## config.mk

```make
export PLATFORM = sky130hd
export DESIGN_NAME = tip_port
export DESIGN_NICKNAME = d
export VERILOG_FILES = /design/src/tip_pkg.sv /design/src/tip_clkblk.sv /design/src/tip_port.sv
export SDC_FILE = /design/constraint.sdc
export NUM_CORES = 1
export LEC_CHECK = 0
export ABC_CLOCK_PERIOD_IN_PS = 5100
export BUFFER_PORTS_ARGS = -buffer_cell sky130_fd_sc_hd__clkbuf_2
export CELL_PAD_IN_SITES_DETAIL_PLACEMENT = 0
export CELL_PAD_IN_SITES_GLOBAL_PLACEMENT = 1
export CORE_MARGIN = 2
export CORE_UTILIZATION = 40
export CTS_CLUSTER_DIAMETER = 100
export CTS_CLUSTER_SIZE = 30
export DETAILED_ROUTE_END_ITERATION = 12
export PLACE_DENSITY_LB_ADDON = 0.05
export SLEW_MARGIN = 0
export SYNTH_ARGS = -nofsm -noshare
export SYNTH_HDL_FRONTEND = slang
export SYNTH_SLANG_ARGS = --single-unit
```

## constraint.sdc

```tcl
create_clock -name clk_i -period 5.1 [get_ports clk_i]
set_input_delay 0.255 -clock clk_i [delete_from_list [all_inputs] [get_ports clk_i]]
set_output_delay 0.255 -clock clk_i [all_outputs]
set_load 0.005 [all_outputs]
```

## src/tip_pkg.sv

```systemverilog
// Constants shared by the timed I/O port and its clock blocks.
// Assumes one tile clock that also stands for the tile reference clock.
package tip_pkg;
   localparam int TIP_PW  = 8;
   localparam int TIP_XW  = 32;
   localparam int TIP_NSH = TIP_XW / TIP_PW;
   localparam int TIP_NCB = 6;
   localparam int TIP_CW  = 16;
   localparam int TIP_DW  = 8;
   localparam int TIP_REF_MHZ = 100;
   localparam int TIP_LINK_LO = 4;
   localparam int TIP_LINK_N  = 4;
   localparam int TIP_NARROW_PIN = 0;
   // Register byte offsets.
   localparam logic [7:0] TIP_OFS_CTRL   = 8'h00;
   localparam logic [7:0] TIP_OFS_DATA   = 8'h04;
   localparam logic [7:0] TIP_OFS_COND   = 8'h08;
   localparam logic [7:0] TIP_OFS_TIME   = 8'h0c;
   localparam logic [7:0] TIP_OFS_COUNT  = 8'h10;
   localparam logic [7:0] TIP_OFS_TSTAMP = 8'h14;
   localparam logic [7:0] TIP_OFS_STATUS = 8'h18;
   localparam logic [7:0] TIP_OFS_MASK   = 8'h1c;
   localparam logic [7:0] TIP_OFS_FLAGS  = 8'h20;
   localparam logic [7:0] TIP_OFS_NARROW = 8'h24;
   localparam logic [7:0] TIP_OFS_CB0    = 8'h40;
   // Control register fields.
   localparam int TIP_C_EN     = 0;
   localparam int TIP_C_OUT    = 1;
   localparam int TIP_C_OC     = 2;
   localparam int TIP_C_COND   = 3;
   localparam int TIP_C_TIMED  = 4;
   localparam int TIP_C_STBIN  = 5;
   localparam int TIP_C_STBOUT = 6;
   localparam int TIP_C_NARROW = 7;
   localparam int TIP_C_LINK   = 8;
   localparam int TIP_C_CB_LSB = 9;
   localparam int TIP_C_CB_W   = 3;
   localparam int TIP_C_W      = 12;
   localparam int TIP_C_NOUT   = 12;
   localparam logic [TIP_C_W:0] TIP_CTRL_RST = 13'h0000;
   // Clock block configuration fields.
   localparam int TIP_CB_EXT = 0;
   localparam int TIP_CB_DIV_LSB = 1;
   localparam int TIP_CB_W = 9;
   localparam logic [8:0] TIP_CB_RST = 9'h000;
   // Sticky status bits.
   localparam int TIP_S_IN   = 0;
   localparam int TIP_S_OUT  = 1;
   localparam int TIP_S_COND = 2;
   localparam int TIP_S_TIME = 3;
   localparam int TIP_S_W    = 4;
   typedef enum logic [1:0] {TIP_IDLE, TIP_RUN} tip_state_t;
endpackage

```

## src/tip_clkblk.sv

```systemverilog
// One clock block: makes a one-cycle tick that paces the ports tied to it.
// Assumes ext_clk_i is already synchronised to clk_i.
`timescale 1ns/10ps
module tip_clkblk
   import tip_pkg::*;
#(
   parameter bit FIXED_REF = 1'b0
) (
   input  wire logic              clk_i,
   input  wire logic              rst_i,
   input  wire logic              ext_sel_i,
   input  wire logic [TIP_DW-1:0] div_i,
   input  wire logic              ext_clk_i,
   output logic                   tick_o
);
   logic              prev;
   logic [TIP_DW-1:0] dcnt;
   logic              src;

   always_ff @(posedge clk_i) begin
      if (rst_i) begin
         prev <= 1'b0;
      end else begin
         prev <= ext_clk_i;
      end
   end

   // The reference source gives an edge every tile cycle; the pin source
   // gives one per rising edge of the external clock.
   assign src = (FIXED_REF || !ext_sel_i) ? 1'b1 : (ext_clk_i & ~prev); // RL13

   // Between source edges the divider holds its count, so that a slow pin
   // clock is still divided and not restarted on every tile cycle.
   always_ff @(posedge clk_i) begin
      if (rst_i) begin
         dcnt   <= '0;
         tick_o <= 1'b0;
      end else if (!src) begin
         tick_o <= 1'b0;
      end else if (!FIXED_REF && dcnt < div_i) begin
         dcnt   <= dcnt + 8'h01; // RL13
         tick_o <= 1'b0;
      end else begin
         dcnt   <= '0;
         tick_o <= 1'b1;
      end
   end
endmodule

```

## src/tip_port.sv

```systemverilog
// Timed I/O port with serializer, port counter, timestamp and six clock blocks.
// Assumes pins, strobe and external clock are asynchronous to clk_i.
// Functional notes
// RL1: Port pins share one direction; fixed widths 1 and 8 are built here.
// RL2: Port drives pins or samples them, optionally waiting for a pin match.
// RL3: Every register access completes in one cycle, never stalls.
// RL4: Open-collector mode pulls low for zero, floats for one, per port.
// RL5: Data passes through a serializer plus a transfer register.
// RL6: A sixteen-bit counter schedules when data moves to or from pins.
// RL7: Counter readable anytime; a programmed count postpones the transfer.
// RL8: Each transfer captures the counter as a readable timestamp.
// RL9: An enabled serial link takes its shared pins from the port.
// RL10: Enabled narrow port owns the shared pin; other wide pins stay usable.
// RL11: The port always transfers its full nominal width.
// RL12: Six clock blocks; block zero is the fixed tile reference clock.
// RL13: A clock block may take a one-bit pin as source, divided.
// RL14: Incoming strobe qualifies input; outgoing strobe marks output data.
// RL15: After reset the port uses clock block zero.
// RL16: Pin conditions go out as scheduler events, not interrupts; here the COND status bit can also raise irq_o through the mask.
// RL17: Pull-downs are enabled while reset is held.
// RL18: Port counter steps once per port clock edge, wraps at 65536.
// RL19: A timed transfer occurs on the first edge where the count matches.
`timescale 1ns/10ps
module tip_port
   import tip_pkg::*;
(
   input  wire logic                  clk_i,
   input  wire logic                  rst_i,
   input  wire logic [7:0]            addr_i,
   input  wire logic [31:0]           wdata_i,
   input  wire logic                  wr_i,
   input  wire logic                  rd_i,
   output logic      [31:0]           rdata_o,
   input  wire logic [TIP_PW-1:0]     pins_i,
   output logic      [TIP_PW-1:0]     pins_o,
   output logic      [TIP_PW-1:0]     pins_oe_n_o,
   output logic                       pulldown_o,
   input  wire logic                  ext_clk_i,
   input  wire logic                  strobe_in_i,
   output logic                       strobe_out_o,
   input  wire logic [TIP_LINK_N-1:0] link_tx_i,
   input  wire logic [TIP_LINK_N-1:0] link_oe_n_i,
   output logic      [TIP_LINK_N-1:0] link_rx_o,
   output logic                       irq_o,
   output logic                       event_o
);
   logic [TIP_C_W:0]    ctrl;
   logic [TIP_PW-1:0]   cond;
   logic [TIP_CW-1:0]   ttime;
   logic [TIP_CW-1:0]   cnt;
   logic [TIP_CW-1:0]   tstamp;
   logic [TIP_S_W-1:0]  status;
   logic [TIP_S_W-1:0]  mask;
   logic [TIP_S_W-1:0]  ev;
   logic [TIP_CB_W-1:0] cbcfg [TIP_NCB];
   logic [TIP_NCB-1:0]  cb_tick;
   logic [TIP_PW-1:0]   pin_m;
   logic [TIP_PW-1:0]   pin_s;
   logic                stb_m;
   logic                stb_s;
   logic                eck_m;
   logic                eck_s;
   logic [TIP_XW-1:0]   xout;
   logic                out_full;
   logic [TIP_XW-1:0]   xin;
   logic                in_valid;
   logic [TIP_XW-1:0]   shreg;
   logic [TIP_PW-1:0]   pout;
   logic [2:0]          beat;
   logic                narrow_out;
   tip_state_t          state;
   logic                en;
   logic                dir_out;
   logic                link_en;
   logic                narrow_en;
   logic [TIP_C_CB_W-1:0] cb_sel;
   logic                ptick;
   logic                match;
   logic                time_ok;
   logic                stb_ok;
   logic                go;
   logic [TIP_PW-1:0]   pin_eff;
   logic [TIP_XW-1:0]   next_in;
   logic                wr_data;
   logic                rd_data;

   assign en        = ctrl[TIP_C_EN];
   assign dir_out   = ctrl[TIP_C_OUT];
   assign link_en   = ctrl[TIP_C_LINK];
   assign narrow_en = ctrl[TIP_C_NARROW];
   assign cb_sel    = ctrl[TIP_C_CB_LSB +: TIP_C_CB_W];
   assign wr_data   = wr_i && addr_i == TIP_OFS_DATA;
   assign rd_data   = rd_i && addr_i == TIP_OFS_DATA;

   // Two-flop synchronisers for everything arriving from the pin side.
   always_ff @(posedge clk_i) begin
      if (rst_i) begin
         pin_m <= '0;
         pin_s <= '0;
         stb_m <= 1'b0;
         stb_s <= 1'b0;
         eck_m <= 1'b0;
         eck_s <= 1'b0;
      end else begin
         pin_m <= pins_i;
         pin_s <= pin_m;
         stb_m <= strobe_in_i;
         stb_s <= stb_m;
         eck_m <= ext_clk_i;
         eck_s <= eck_m;
      end
   end

   // Reset-time pull-down enable for every pin.
   always_ff @(posedge clk_i) begin
      if (rst_i) begin
         pulldown_o <= 1'b1; // RL17
      end else begin
         pulldown_o <= 1'b0;
      end
   end

   // Clock block zero is locked to the reference; the others are programmable.
   for (genvar g = 0; g < TIP_NCB; g++) begin : g_cb
      tip_clkblk #(
         .FIXED_REF (g == 0)
      ) u_cb (
         .clk_i     (clk_i),
         .rst_i     (rst_i),
         .ext_sel_i (cbcfg[g][TIP_CB_EXT]),
         .div_i     (cbcfg[g][TIP_CB_DIV_LSB +: TIP_DW]),
         .ext_clk_i (eck_s),
         .tick_o    (cb_tick[g])
      ); // RL12
   end

   // A selection beyond the last block simply stops the port.
   assign ptick = en && cb_sel < 3'(TIP_NCB) && cb_tick[cb_sel]; // RL15

   always_ff @(posedge clk_i) begin
      if (rst_i) begin
         cnt <= '0;
      end else if (ptick) begin
         cnt <= cnt + 16'h0001; // RL18
      end
   end

   // Pins lent to the link or to the narrow port read as zero, but the port
   // still moves its full width so software never sees a shortened word.
   always_comb begin
      pin_eff = pin_s;
      if (link_en) begin
         pin_eff[TIP_LINK_LO +: TIP_LINK_N] = '0; // RL9
      end
      if (narrow_en) begin
         pin_eff[TIP_NARROW_PIN] = 1'b0; // RL10
      end
   end

   assign link_rx_o = link_en ? pin_s[TIP_LINK_LO +: TIP_LINK_N] : '0;
   assign match     = !ctrl[TIP_C_COND] || dir_out || pin_eff == cond; // RL2
   assign time_ok   = !ctrl[TIP_C_TIMED] || cnt == ttime; // RL19
   assign stb_ok    = dir_out || !ctrl[TIP_C_STBIN] || stb_s; // RL14
   assign go        = ptick && match && time_ok && stb_ok &&
                      (dir_out ? out_full : !in_valid); // RL6
   assign next_in   = {pin_eff, shreg[TIP_XW-1:TIP_PW]}; // RL11

   // Serializer: a transfer is TIP_NSH beats, lowest slice first.
   always_ff @(posedge clk_i) begin
      if (rst_i) begin
         state <= TIP_IDLE;
         shreg <= '0;
         pout  <= '0;
         beat  <= '0;
      end else begin
         case (state)
            TIP_IDLE: begin
               if (go && dir_out) begin
                  pout  <= xout[TIP_PW-1:0]; // RL5
                  shreg <= xout >> TIP_PW;
                  beat  <= 3'h1;
                  state <= TIP_RUN;
               end else if (go) begin
                  shreg <= next_in; // RL5
                  beat  <= 3'h1;
                  state <= TIP_RUN;
               end
            end
            TIP_RUN: begin
               if (!en) begin
                  state <= TIP_IDLE;
               end else if (ptick && beat == 3'(TIP_NSH)) begin
                  state <= TIP_IDLE;
               end else if (ptick && dir_out) begin
                  pout  <= shreg[TIP_PW-1:0];
                  shreg <= shreg >> TIP_PW;
                  beat  <= beat + 3'h1;
               end else if (ptick && stb_ok) begin
                  shreg <= next_in;
                  beat  <= beat + 3'h1;
               end
            end
            default: begin
               state <= TIP_IDLE;
            end
         endcase
      end
   end

   // Input word lands in the transfer register after its last beat.
   always_ff @(posedge clk_i) begin
      if (rst_i) begin
         xin      <= '0;
         in_valid <= 1'b0;
      end else if (state == TIP_RUN && !dir_out && ptick && stb_ok &&
                   beat == 3'(TIP_NSH - 1)) begin
         xin      <= next_in; // RL5
         in_valid <= 1'b1;
      end else if (rd_data) begin
         in_valid <= 1'b0;
      end
   end

   // A write while the transfer register is still full is dropped, so the
   // core never waits; software checks the flags register first.
   always_ff @(posedge clk_i) begin
      if (rst_i) begin
         xout     <= '0;
         out_full <= 1'b0;
      end else if (go && dir_out && state == TIP_IDLE) begin
         out_full <= 1'b0;
      end else if (wr_data && !out_full) begin
         xout     <= wdata_i; // RL3
         out_full <= 1'b1;
      end
   end

   always_ff @(posedge clk_i) begin
      if (rst_i) begin
         tstamp <= '0;
      end else if (go && state == TIP_IDLE) begin
         tstamp <= cnt; // RL8
      end
   end

   // Outgoing strobe stands for exactly the beats that carry valid data.
   always_ff @(posedge clk_i) begin
      if (rst_i) begin
         strobe_out_o <= 1'b0;
      end else if (!en || !dir_out || !ctrl[TIP_C_STBOUT]) begin
         strobe_out_o <= 1'b0;
      end else if (ptick) begin
         strobe_out_o <= (state == TIP_IDLE) ? go : (beat != 3'(TIP_NSH)); // RL14
      end
   end

   // Pin drivers; the enable is active low while a pin is driven.
   for (genvar i = 0; i < TIP_PW; i++) begin : g_pin
      localparam bit LINKED = i >= TIP_LINK_LO && i < TIP_LINK_LO + TIP_LINK_N;
      // Kept in range for every pin, so unlinked pins never index out of bounds.
      localparam int LIDX = (i + TIP_LINK_N - TIP_LINK_LO) % TIP_LINK_N;
      always_comb begin
         if (LINKED && link_en) begin
            pins_o[i]      = link_tx_i[LIDX]; // RL9
            pins_oe_n_o[i] = link_oe_n_i[LIDX];
         end else if (i == TIP_NARROW_PIN && narrow_en) begin
            pins_o[i]      = narrow_out; // RL10
            pins_oe_n_o[i] = !ctrl[TIP_C_NOUT];
         end else if (en && dir_out && ctrl[TIP_C_OC]) begin
            pins_o[i]      = 1'b0; // RL4
            pins_oe_n_o[i] = pout[i];
         end else begin
            pins_o[i]      = pout[i]; // RL1
            pins_oe_n_o[i] = !(en && dir_out);
         end
      end
   end

   // Event sources for the status register and the scheduler.
   always_comb begin
      ev = '0;
      ev[TIP_S_IN]   = state == TIP_RUN && !dir_out && ptick && stb_ok &&
                       beat == 3'(TIP_NSH - 1);
      ev[TIP_S_OUT]  = state == TIP_RUN && dir_out && ptick && beat == 3'(TIP_NSH);
      ev[TIP_S_COND] = go && !dir_out && ctrl[TIP_C_COND] && state == TIP_IDLE;
      ev[TIP_S_TIME] = go && ctrl[TIP_C_TIMED] && state == TIP_IDLE;
   end

   // Scheduler events are unmasked pulses, separate from the interrupt.
   always_ff @(posedge clk_i) begin
      if (rst_i) begin
         event_o <= 1'b0;
      end else begin
         event_o <= |ev; // RL16
      end
   end

   // Sticky status: a new event beats a write-one-to-clear in the same cycle.
   always_ff @(posedge clk_i) begin
      if (rst_i) begin
         status <= '0;
      end else if (wr_i && addr_i == TIP_OFS_STATUS) begin
         status <= (status & ~wdata_i[TIP_S_W-1:0]) | ev;
      end else begin
         status <= status | ev;
      end
   end

   assign irq_o = |(status & mask);

   // Configuration registers.
   always_ff @(posedge clk_i) begin
      if (rst_i) begin
         ctrl       <= TIP_CTRL_RST; // RL15
         cond       <= '0;
         ttime      <= '0;
         mask       <= '0;
         narrow_out <= 1'b0;
      end else if (wr_i) begin
         case (addr_i)
            TIP_OFS_CTRL:   ctrl       <= wdata_i[TIP_C_W:0];
            TIP_OFS_COND:   cond       <= wdata_i[TIP_PW-1:0];
            TIP_OFS_TIME:   ttime      <= wdata_i[TIP_CW-1:0]; // RL7
            TIP_OFS_MASK:   mask       <= wdata_i[TIP_S_W-1:0];
            TIP_OFS_NARROW: narrow_out <= wdata_i[0];
            default: begin
            end
         endcase
      end
   end

   for (genvar c = 0; c < TIP_NCB; c++) begin : g_cbcfg
      always_ff @(posedge clk_i) begin
         if (rst_i) begin
            cbcfg[c] <= TIP_CB_RST;
         end else if (wr_i && addr_i == TIP_OFS_CB0 + 8'(4 * c)) begin
            cbcfg[c] <= wdata_i[TIP_CB_W-1:0]; // RL13
         end
      end
   end

   // Read data stands in the cycle after the strobe; unmapped reads are zero.
   always_ff @(posedge clk_i) begin
      if (rst_i) begin
         rdata_o <= '0;
      end else if (rd_i) begin
         rdata_o <= '0;
         case (addr_i)
            TIP_OFS_CTRL:   rdata_o[TIP_C_W:0]    <= ctrl;
            TIP_OFS_DATA:   rdata_o               <= xin;
            TIP_OFS_COND:   rdata_o[TIP_PW-1:0]   <= cond;
            TIP_OFS_TIME:   rdata_o[TIP_CW-1:0]   <= ttime;
            TIP_OFS_COUNT:  rdata_o[TIP_CW-1:0]   <= cnt; // RL7
            TIP_OFS_TSTAMP: rdata_o[TIP_CW-1:0]   <= tstamp;
            TIP_OFS_STATUS: rdata_o[TIP_S_W-1:0]  <= status;
            TIP_OFS_MASK:   rdata_o[TIP_S_W-1:0]  <= mask;
            TIP_OFS_FLAGS:  rdata_o[1:0]          <= {in_valid, out_full};
            TIP_OFS_NARROW: rdata_o[1:0]          <= {pin_s[TIP_NARROW_PIN], narrow_out};
            default: begin
               for (int k = 0; k < TIP_NCB; k++) begin
                  if (addr_i == TIP_OFS_CB0 + 8'(4 * k)) begin
                     rdata_o[TIP_CB_W-1:0] <= cbcfg[k];
                  end
               end
            end
         endcase
      end
   end
endmodule

```

# Word level (Yosys, flattened, before mapping)
# Memory sizes are Yosys's and may differ from the RTL's.
# Index checks and enable logic that the tools add are counted.
[op_classes]
addsub = 7
n_lt_le_gt_ge = 7
eq_ne = 28
mux = 115
bitwise = 19
reduce_logical = 78
[op_table]
columns = ["cell", "count"]
rows = [
  ["$mux W32", 6],
  ["$mux W9", 12],
  ["$mux W8", 9],
  ["$pmux W32 S2", 1],
  ["$mux W1", 63],
  ["$eq A8 B7 Y1 const B", 6],
  ["$add A8 B1 Y8 const B", 5],
  ["$lt A8 B8 Y1", 5],
  ["$logic_and A1 B1 Y1", 36],
  ["$eq A8 B5 Y1 const B", 4],
  ["$pmux W4 S7", 1],
  ["$pmux W2 S10", 1],
  ["$pmux W4 S5", 1],
  ["$mux W3", 6],
  ["$pmux W2 S9", 1],
  ["$add A16 B1 Y16 const B", 1],
  ["$eq A16 B16 Y1", 1],
  ["$eq A8 B4 Y1 const B", 2],
  ["$eq A8 B6 Y1 const B", 2],
  ["$mux W16", 1],
  ["$pmux W8 S2", 1],
  ["$reduce_or A2 Y1", 8],
  ["$reduce_and A2 Y1", 7],
  ["$mux W4", 3],
  ["other kinds (30)", 71],
]
[totals]
ff_bits = 291
mem_bits_rw = 54
inputBits = 62
output_inout_bits = 56
elab_cells = 293
mem_count = 1
[memory_table]
columns = ["memory", "depth", "word_bits", "read_ports", "rd_clocked_by_memory_dff", "write_ports", "line_no", "source"]
rows = [
  ["cbcfg", 6, 9, 6, 0, 6, "tip_port.sv:55", "logic [TIP_CB_W-1:0] cbcfg [TIP_NCB];"],
]

# Logic depth before layout (Yosys ltp)
# Gate-level depths: netlist of run 1.
[depth]
word_depth = 12
ltp_mapped = 10
depth_no_buf = 8

# Modules after synthesis
# Synthesis of run 1 repeated with hierarchy kept, for this count alone.
[hier_totals]
hier_cells = 1806
area_unflattened_um2 = 16445.8
[modules_own_cells]
columns = ["module", "n_inst", "cells_per_inst", "area_per_inst_um2", "seq_area_each_um2"]
rows = [
  ["tip_port", 1, 1439, 12887.4, 6486.2],
  ["tip_clkblk at g_cb[1].u_cb ...", 5, 73, 706.9, 200.2],
  ["tip_clkblk at g_cb[0].u_cb", 1, 2, 23.8, 20.0],
]

# Worst setup path before layout of run 1
# No wires, ideal clock.
[synth_path]
path_type = "in2reg"
from = "in addr_i[7]"
to = "mem cbcfg[3][0], enable pin"
setup_time_ps = 387
arrival_time_ps = 1735
t_required_ps = 4713
path_slack_ps = 2978
path_stages = 5
n_path_buf = 1
path_cell_list = "nand2b_1 clkbuf_1 nor3_2 nand2_1 o21ai_0"
[synth_lines]
columns = ["item", "line_no", "source"]
rows = [
  ["start, declared", "tip_port.sv:29", "input wire logic [7:0] addr_i,"],
  ["end, declared", "tip_port.sv:55", ""],
]

# Final worst setup path of run 1
[layout_path]
from = "reg ctrl[8]"
to = "reg tstamp[7]"
[layout_via]
elab_chain_len = 8
[layout_lines]
columns = ["item", "line_no", "source"]
rows = [
  ["start, declared", "tip_port.sv:47", "logic [TIP_C_W:0] ctrl;"],
  ["start signal, assigned", "tip_port.sv:321", "TIP_OFS_CTRL: ctrl <= wdata_i[TIP_C_W:0];"],
  ["$mux W4", "tip_port.sv:152", "if (link_en) begin"],
  ["$eq A8 B8 Y1", "tip_port.sv:161", "assign match = !ctrl[TIP_C_COND] || dir_out || pin_eff == cond;"],
  ["$logic_or A1 B1 Y1", "tip_port.sv:161", ""],
  ["$logic_and A1 B1 Y1 (4 in a row)", "tip_port.sv:164", "assign go = ptick && match && time_ok && stb_ok &&"],
  ["$logic_and A1 B1 Y1", "tip_port.sv:241", "end else if (go && state == TIP_IDLE) begin"],
  ["end signal, assigned", "tip_port.sv:242", "tstamp <= cnt;"],
  ["end, declared", "tip_port.sv:51", "logic [TIP_CW-1:0] tstamp;"],
]
# No other way between the ends.
# A chain may end at the register's enable or synchronous reset.

==> results of run 1 <==
==> critical path, delay by kind of cell, from the launching register on <==
family                 cells  cell delay [ps]
AO/OA/AOI/OAI              2              770
flip-flops                 1              600
buffers and inverters      2              630
multiplexers               1              230
AND/OR/NAND/NOR            3              730
==> routing by layer <==
metal  GRT usage  part of all wire  vias up
met3     0.03947             0.053       68
met2      0.4037              0.48      297
met5           0                 0        -
li1            -                 -     6336
met4     0.06934             0.029        0
met1      0.3097              0.44     6126
==> final cells by class <==
cell class / instances / area, µm²
inverter: 61 / 229.0
fill: 3985 / 21960
timing repair buffer: 163 / 1007
clock inverter: 6 / 87.58
multi-input combinational: 1277 / 7741
tap: 525 / 656.9
clock buffer: 20 / 436.7
sequential: 344 / 7427
==> flip-flops by register name, indices dropped and copies added, names as in the netlist, 3 cells and up <==
name and count:
pout 8, g_cb.u_cb.dcnt 40, ttime 16, cbcfg 54
beat 3, xout 32, status 4, g_cb.u_cb.tick_o 6
tstamp 16, shreg 32, cnt 16, mask 4
xin 32, cond 8, pin_m 8, ctrl 13
pin_s 8, rdata_o 32
==> where the power goes <==
part | internal, mW | switching [mW]
clock | 0.689 | 0.942
sequential | 2.80 | 0.0446
combinational | 0.107 | 0.200
==> synthesized netlist by cell type, drive strengths merged (34+ instances only) <==
library cell    n  area (µm²)
dfxtp         290        5806
clkbuf         78       292.8
ha             44       550.5
inv            59       221.5
nor2b          35       219.0
xor2           34       297.8
nand3          53       270.3
nand2         284        1066
a21oi         159       795.8
buf            34       240.2
o21ai          45       229.0
and2           61       381.6
xnor2          37       331.6
mux2i          84       840.8
edfxtp         54        1622
nor2          180       678.2
==> per-stage QoR <==
stage / cell area, µm² / instances / util / power [mW]
6_report: 17590 / 2396 / 0.4447 / 4.782
3_5_place_dp: 16790 / 2343 / 0.4246 / 3.199
4_1_cts: 17590 / 2396 / 0.4447 / 4.836
5_1_grt: 17590 / 2396 / 0.4447 / 4.959
3_3_place_gp: 16790 / 2343 / 0.4246 / 3.197
2_1_floorplan: 15920 / 1794 / - / 3.065
==> cell families (layout without fill, tap and decap cells) <==
family,after synthesis,after routing,share of synthesized area
adder cells (fa/ha/maj),44,44,0.03458
multiplexers,95,95,0.06484
AND/OR/NAND/NOR,717,717,0.2054
buffers and inverters,173,250,0.04786
XOR/XNOR,71,71,0.03953
AO/OA/AOI/OAI,350,350,0.1412
flip-flops,344,344,0.4665
==> worst paths after layout <==
kind,endpoint,startpoint,slack [ps],cells past startpoint
worst min-delay path,xout[9],wdata_i[9],40,3
worst min register to register,pin_s[2],pin_m[2],430,1
worst max register to register,tstamp[7],ctrl[8],1990,8
worst max-delay path,tstamp[7],ctrl[8],1990,8
==> what timing repair did <==
item | 4_1_cts | 5_1_grt
hold buffers | 27 | 0
setup endpoints to repair | 0 | 0
resized for setup | 0 | 0
hold endpoints to repair | 27 | 0
==> out/qor.txt, run 1 <==
CP cell instances: inv_2 > nand2_1 > a2111oi_2 > a41oi_2 > nor2_2 > buf_4 > mux2i_1 > nor2_1
DRC Markers: 0
Cts bufs inserted: 16
Commonest non-fill, non-tap cell in the layout: dfxtp_1
CP endpoint kind: flip-flop
Syn_area_per_cell: 8.874 µm²
Final setup TNS: 0 ps
Yosys warnings: 0
Post CTS Setup Buffer Count: 0
Seq/Total Area, Yosys: 0.4665
Syn Inst Count: 1794
Drt wl/cell: 20.60 µm
Status: complete, no violations
FP Rows: 73
Worst min-delay path class: primary input to flip-flop
Max VDD drop: 0.2450 mV
Final setup viols: 0
Commonest non-fill, non-tap cells in the layout: dfxtp_1, nand2_1, nor2_1
Number of global-route vias before repair: 12410
TritonCTS Sinks: 344
Longest Clk Path Bufs: 3
PortBufs: 117
CP peak stage delay: 600 ps
CORE AREA: 39550 µm²
Worst setup SP type: flip-flop
Vias: 12830
Fin crit share: 0.6094
Layout Nets: 1969
DRT Wirelength: 49350 µm
CP Max Fanout: 26
Root buffer cell: clkbuf_16
Die H: 203.5 µm
CTS tree: yes
Power per cell area: 271.9 nW/µm²
Worst Slack Setup Final: 1992 ps
Die width: 203.5 µm
Clock Skews: 21.48 ps
First-pass GRT wire length: 75380 µm
Vias per cell: 5.354
Largest net degree at the start of global routing: 105
Syn nets: 1900
Relative slew slack: 0.1934
FMAX: 321.8 MHz
Drt first pass iters: 5
Die ar.: 41410 µm²
Global route overflow: 0
Worst-Skew Late Latency: 540 ps
Antenna Cells: 0
Tmin final: 3108 ps
#FFs+latches synth: 344
Iteration-0 DRC Markers: 841
Main synth FF type: dfxtp_1
DP HPWL: 35520 µm
Clock-pin slew on the worst setup and hold paths: 120 ps
Critical Path RT: 5500 ps
Hold Vio Cnt, Final: 0
CTS H-tree depth: 1
Post-route ant nets: 0
Max-cap violations: 0
Hold_ws: 35.42 ps
Area delta synth->final: 10.46%
Final GP Congestion: 0.8552
Post-Syn Area: 15920 µm²
Distinct cells, synth: 72
Unrepaired setup endpoints after global routing: no
Worst-margin pin slew: 1197 ps
Crit Path Category: flip-flop to flip-flop
CP arrival: 3510 ps
Total track usage: 0.2373
Fin. max-slew vios: 0
Share of cells above drive strength 1: 0.1074
Initial antenna violation count: 1
Post-synth EDFFs: 54
Asr flop ratio synth: 0
CP max-delay cell: dfxtp_1
Starting Density: 0.4025
LEAKAGE: 6.402 nW
# IOs: 118
Pre-CTS WS: 1826 ps
Power figures use the tool's default switching activity.
==> run 2: changes to the inputs <==
ABC_CLOCK_PERIOD_IN_PS = 2800   (was 5100)
clock period = 2.8 ns   (was 5.1 ns; I/O delays follow)
==> out/qor.txt, run 2 (synthesized netlist as in run 1, its figures left out) <==
CORE AREA: 39550 µm² (unchanged)
Fin. max-slew vios: 0 (unchanged)
Largest net degree at the start of global routing: 215 (+100%)
Die H: 203.5 µm (unchanged)
Final setup viols: 0 (unchanged)
Drt first pass iters: 5 (unchanged)
Post-route ant nets: 0 (unchanged)
Worst Slack Setup Final: 245.7 ps (-1747 ps)
Area delta synth->final: 13.38%
Design area: 18050 µm² (+2.6%)
Max-cap violations: 0 (unchanged)
TritonCTS Sinks: 344 (unchanged)
Met2 routed WL: 24730 µm (+3.9%)
Top Registers: cbcfg: 54 flops, g_cb.u_cb.dcnt: 40 flops
Status: complete, no violations
CTS H-tree depth: 1 (unchanged)
CP arrival: 2990 ps (-520 ps)
Post_cts resized: 0 (unchanged)
Cts bufs inserted: 16 (unchanged)
Vias per cell: 5.327 (-0.50%)
CTS tree: yes
Final setup TNS: 0 ps (unchanged)
Commonest non-fill, non-tap cell in the layout: dfxtp_1
Starting Density: 0.4025 (unchanged)
Fin crit share: 0.9122 (+0.3029)
FMAX: 391.5 MHz (+22%)
LEAKAGE: 6.690 nW (+4.5%)
Longest Clk Path Bufs: 3 (unchanged)
Root buffer cell: clkbuf_16
Worst-Skew Late Latency: 550 ps (about the same)
PortBufs: 117 (unchanged)
CP Max Fanout: 17 (-35%)
Worst setup SP type: flip-flop
Die width: 203.5 µm (unchanged)
Hold_ws: 65.94 ps (+30.52 ps)
Unrepaired setup endpoints after global routing: no
Max FFs per register: 54 (unchanged)
Pre-CTS WS: 292.9 ps (-1533 ps)
Critical Path RT: 3230 ps (-2270 ps)
Wl on met1: 23010 µm (+6.9%)
Drt wl/cell: 20.63 µm (+0.17%)
Share of cells above drive strength 1: 0.1292 (+0.02179)
Total track usage: 0.2433 (+0.005919)
Die ar.: 41410 µm² (unchanged)
First-pass GRT wire length: 77340 µm (+2.6%)
Top layer in use: met4
Placed cell area: 17200 µm² (+2.4%)
Max VDD drop: 0.3778 mV (+54%)
Tmin final: 2554 ps (-553.4 ps)
Iteration-0 DRC Markers: 902 (+7.3%)
Relative slew slack: 0.2591 (+0.06565)
Number of global-route vias before repair: 12610 (+1.6%)
Crit Path Category: flip-flop to flip-flop
Hold Vio Cnt, Final: 0 (unchanged)
Worst min-delay path class: primary input to flip-flop
Global route overflow: 0 (unchanged)
Biggest register: cbcfg
DRC Markers: 0 (unchanged)
Clock Skews: 42.90 ps (+21.42 ps)
Met3 Routed Length: 2135 µm (-18%)
Fillers: 3976 (-0.23%)
CP endpoint kind: flip-flop
DRT Wirelength: 50610 µm (+2.5%)
Power per cell area: 479.8 nW/µm² (+76%)
Finished Core Util: 0.4564 (+0.01174)
DP HPWL: 36510 µm (+2.8%)
Layout Nets: 2025 (+2.8%)
Initial antenna violation count: 1 (unchanged)
Clock-pin slew on the worst setup and hold paths: 120 ps (about the same)
Final GP Congestion: 0.8600 (+0.56%)
Commonest non-fill, non-tap cells in the layout: dfxtp_1, nand2_1, nor2_1
FP Rows: 73 (unchanged)
# IOs: 118 (unchanged)
Vias: 13070 (+1.9%)
Worst-margin pin slew: 1111 ps (-85.83 ps)
==> run 2: layout make-up <==
type | instances | area (µm²) | share of cell area
Multi-Input combinational cell | 1277 | 7741 | 0.4289
Inverter | 61 | 229.0 | 0.01269
Sequential cell | 344 | 7427 | 0.4115
Clock buffer | 20 | 436.7 | 0.02419
Timing Repair Buffer | 219 | 1498 | 0.08298
Clock inverter | 6 | 58.81 | 0.003258
Antenna cell | 1 | 2.502 | 0.0001386
Tap cell | 525 | 656.9 | 0.03639
==> run 2: critical path, cell delays in order (launching register included) <==
cell	delay, ps
dfxtp_1	460
mux2i_1	310
nor2_1	80
a311o_1	480
and4_4	320
o22ai_4	420
nor3_1	100
a31o_2	260
==> run 2: final timing paths <==
path,endpoint,from,slack [ps],depth (start not counted)
max,pout[4],ctrl[9],250,7
min,ctrl[5],wdata_i[5],70,3
max reg2reg,pout[4],ctrl[9],250,7
min reg2reg,pin_s[4],pin_m[4],440,1
==> run 2: layer usage <==
metal  vias up  GRT usage
li1       6440          -
met1      6321     0.3230
met2       263     0.4275
met3        42    0.03132
met4         0    0.04223
met5         -          0
==> run 2: where the power goes <==
part | total (mW) | internal [mW] | switching, mW
combinational | 0.595 | 0.217 | 0.377
clock | 2.89 | 1.16 | 1.73
sequential | 5.17 | 5.10 | 0.0780
total | 8.66 | 6.48 | 2.18
==> run 2: stage by stage <==
stage | total power, mW | instances
3_3_place_gp | 5.840 | 2391
5_1_grt | 9.009 | 2452
2_1_floorplan | 5.583 | 1794
3_5_place_dp | 5.845 | 2391
6_report | 8.660 | 2453
4_1_cts | 8.759 | 2452
==> run 2: timing repair <==
action / CTS / global route
setup buffers: 0 / 0
endpoints found under the hold margin: 50 / 0
hold buffers: 35 / 0
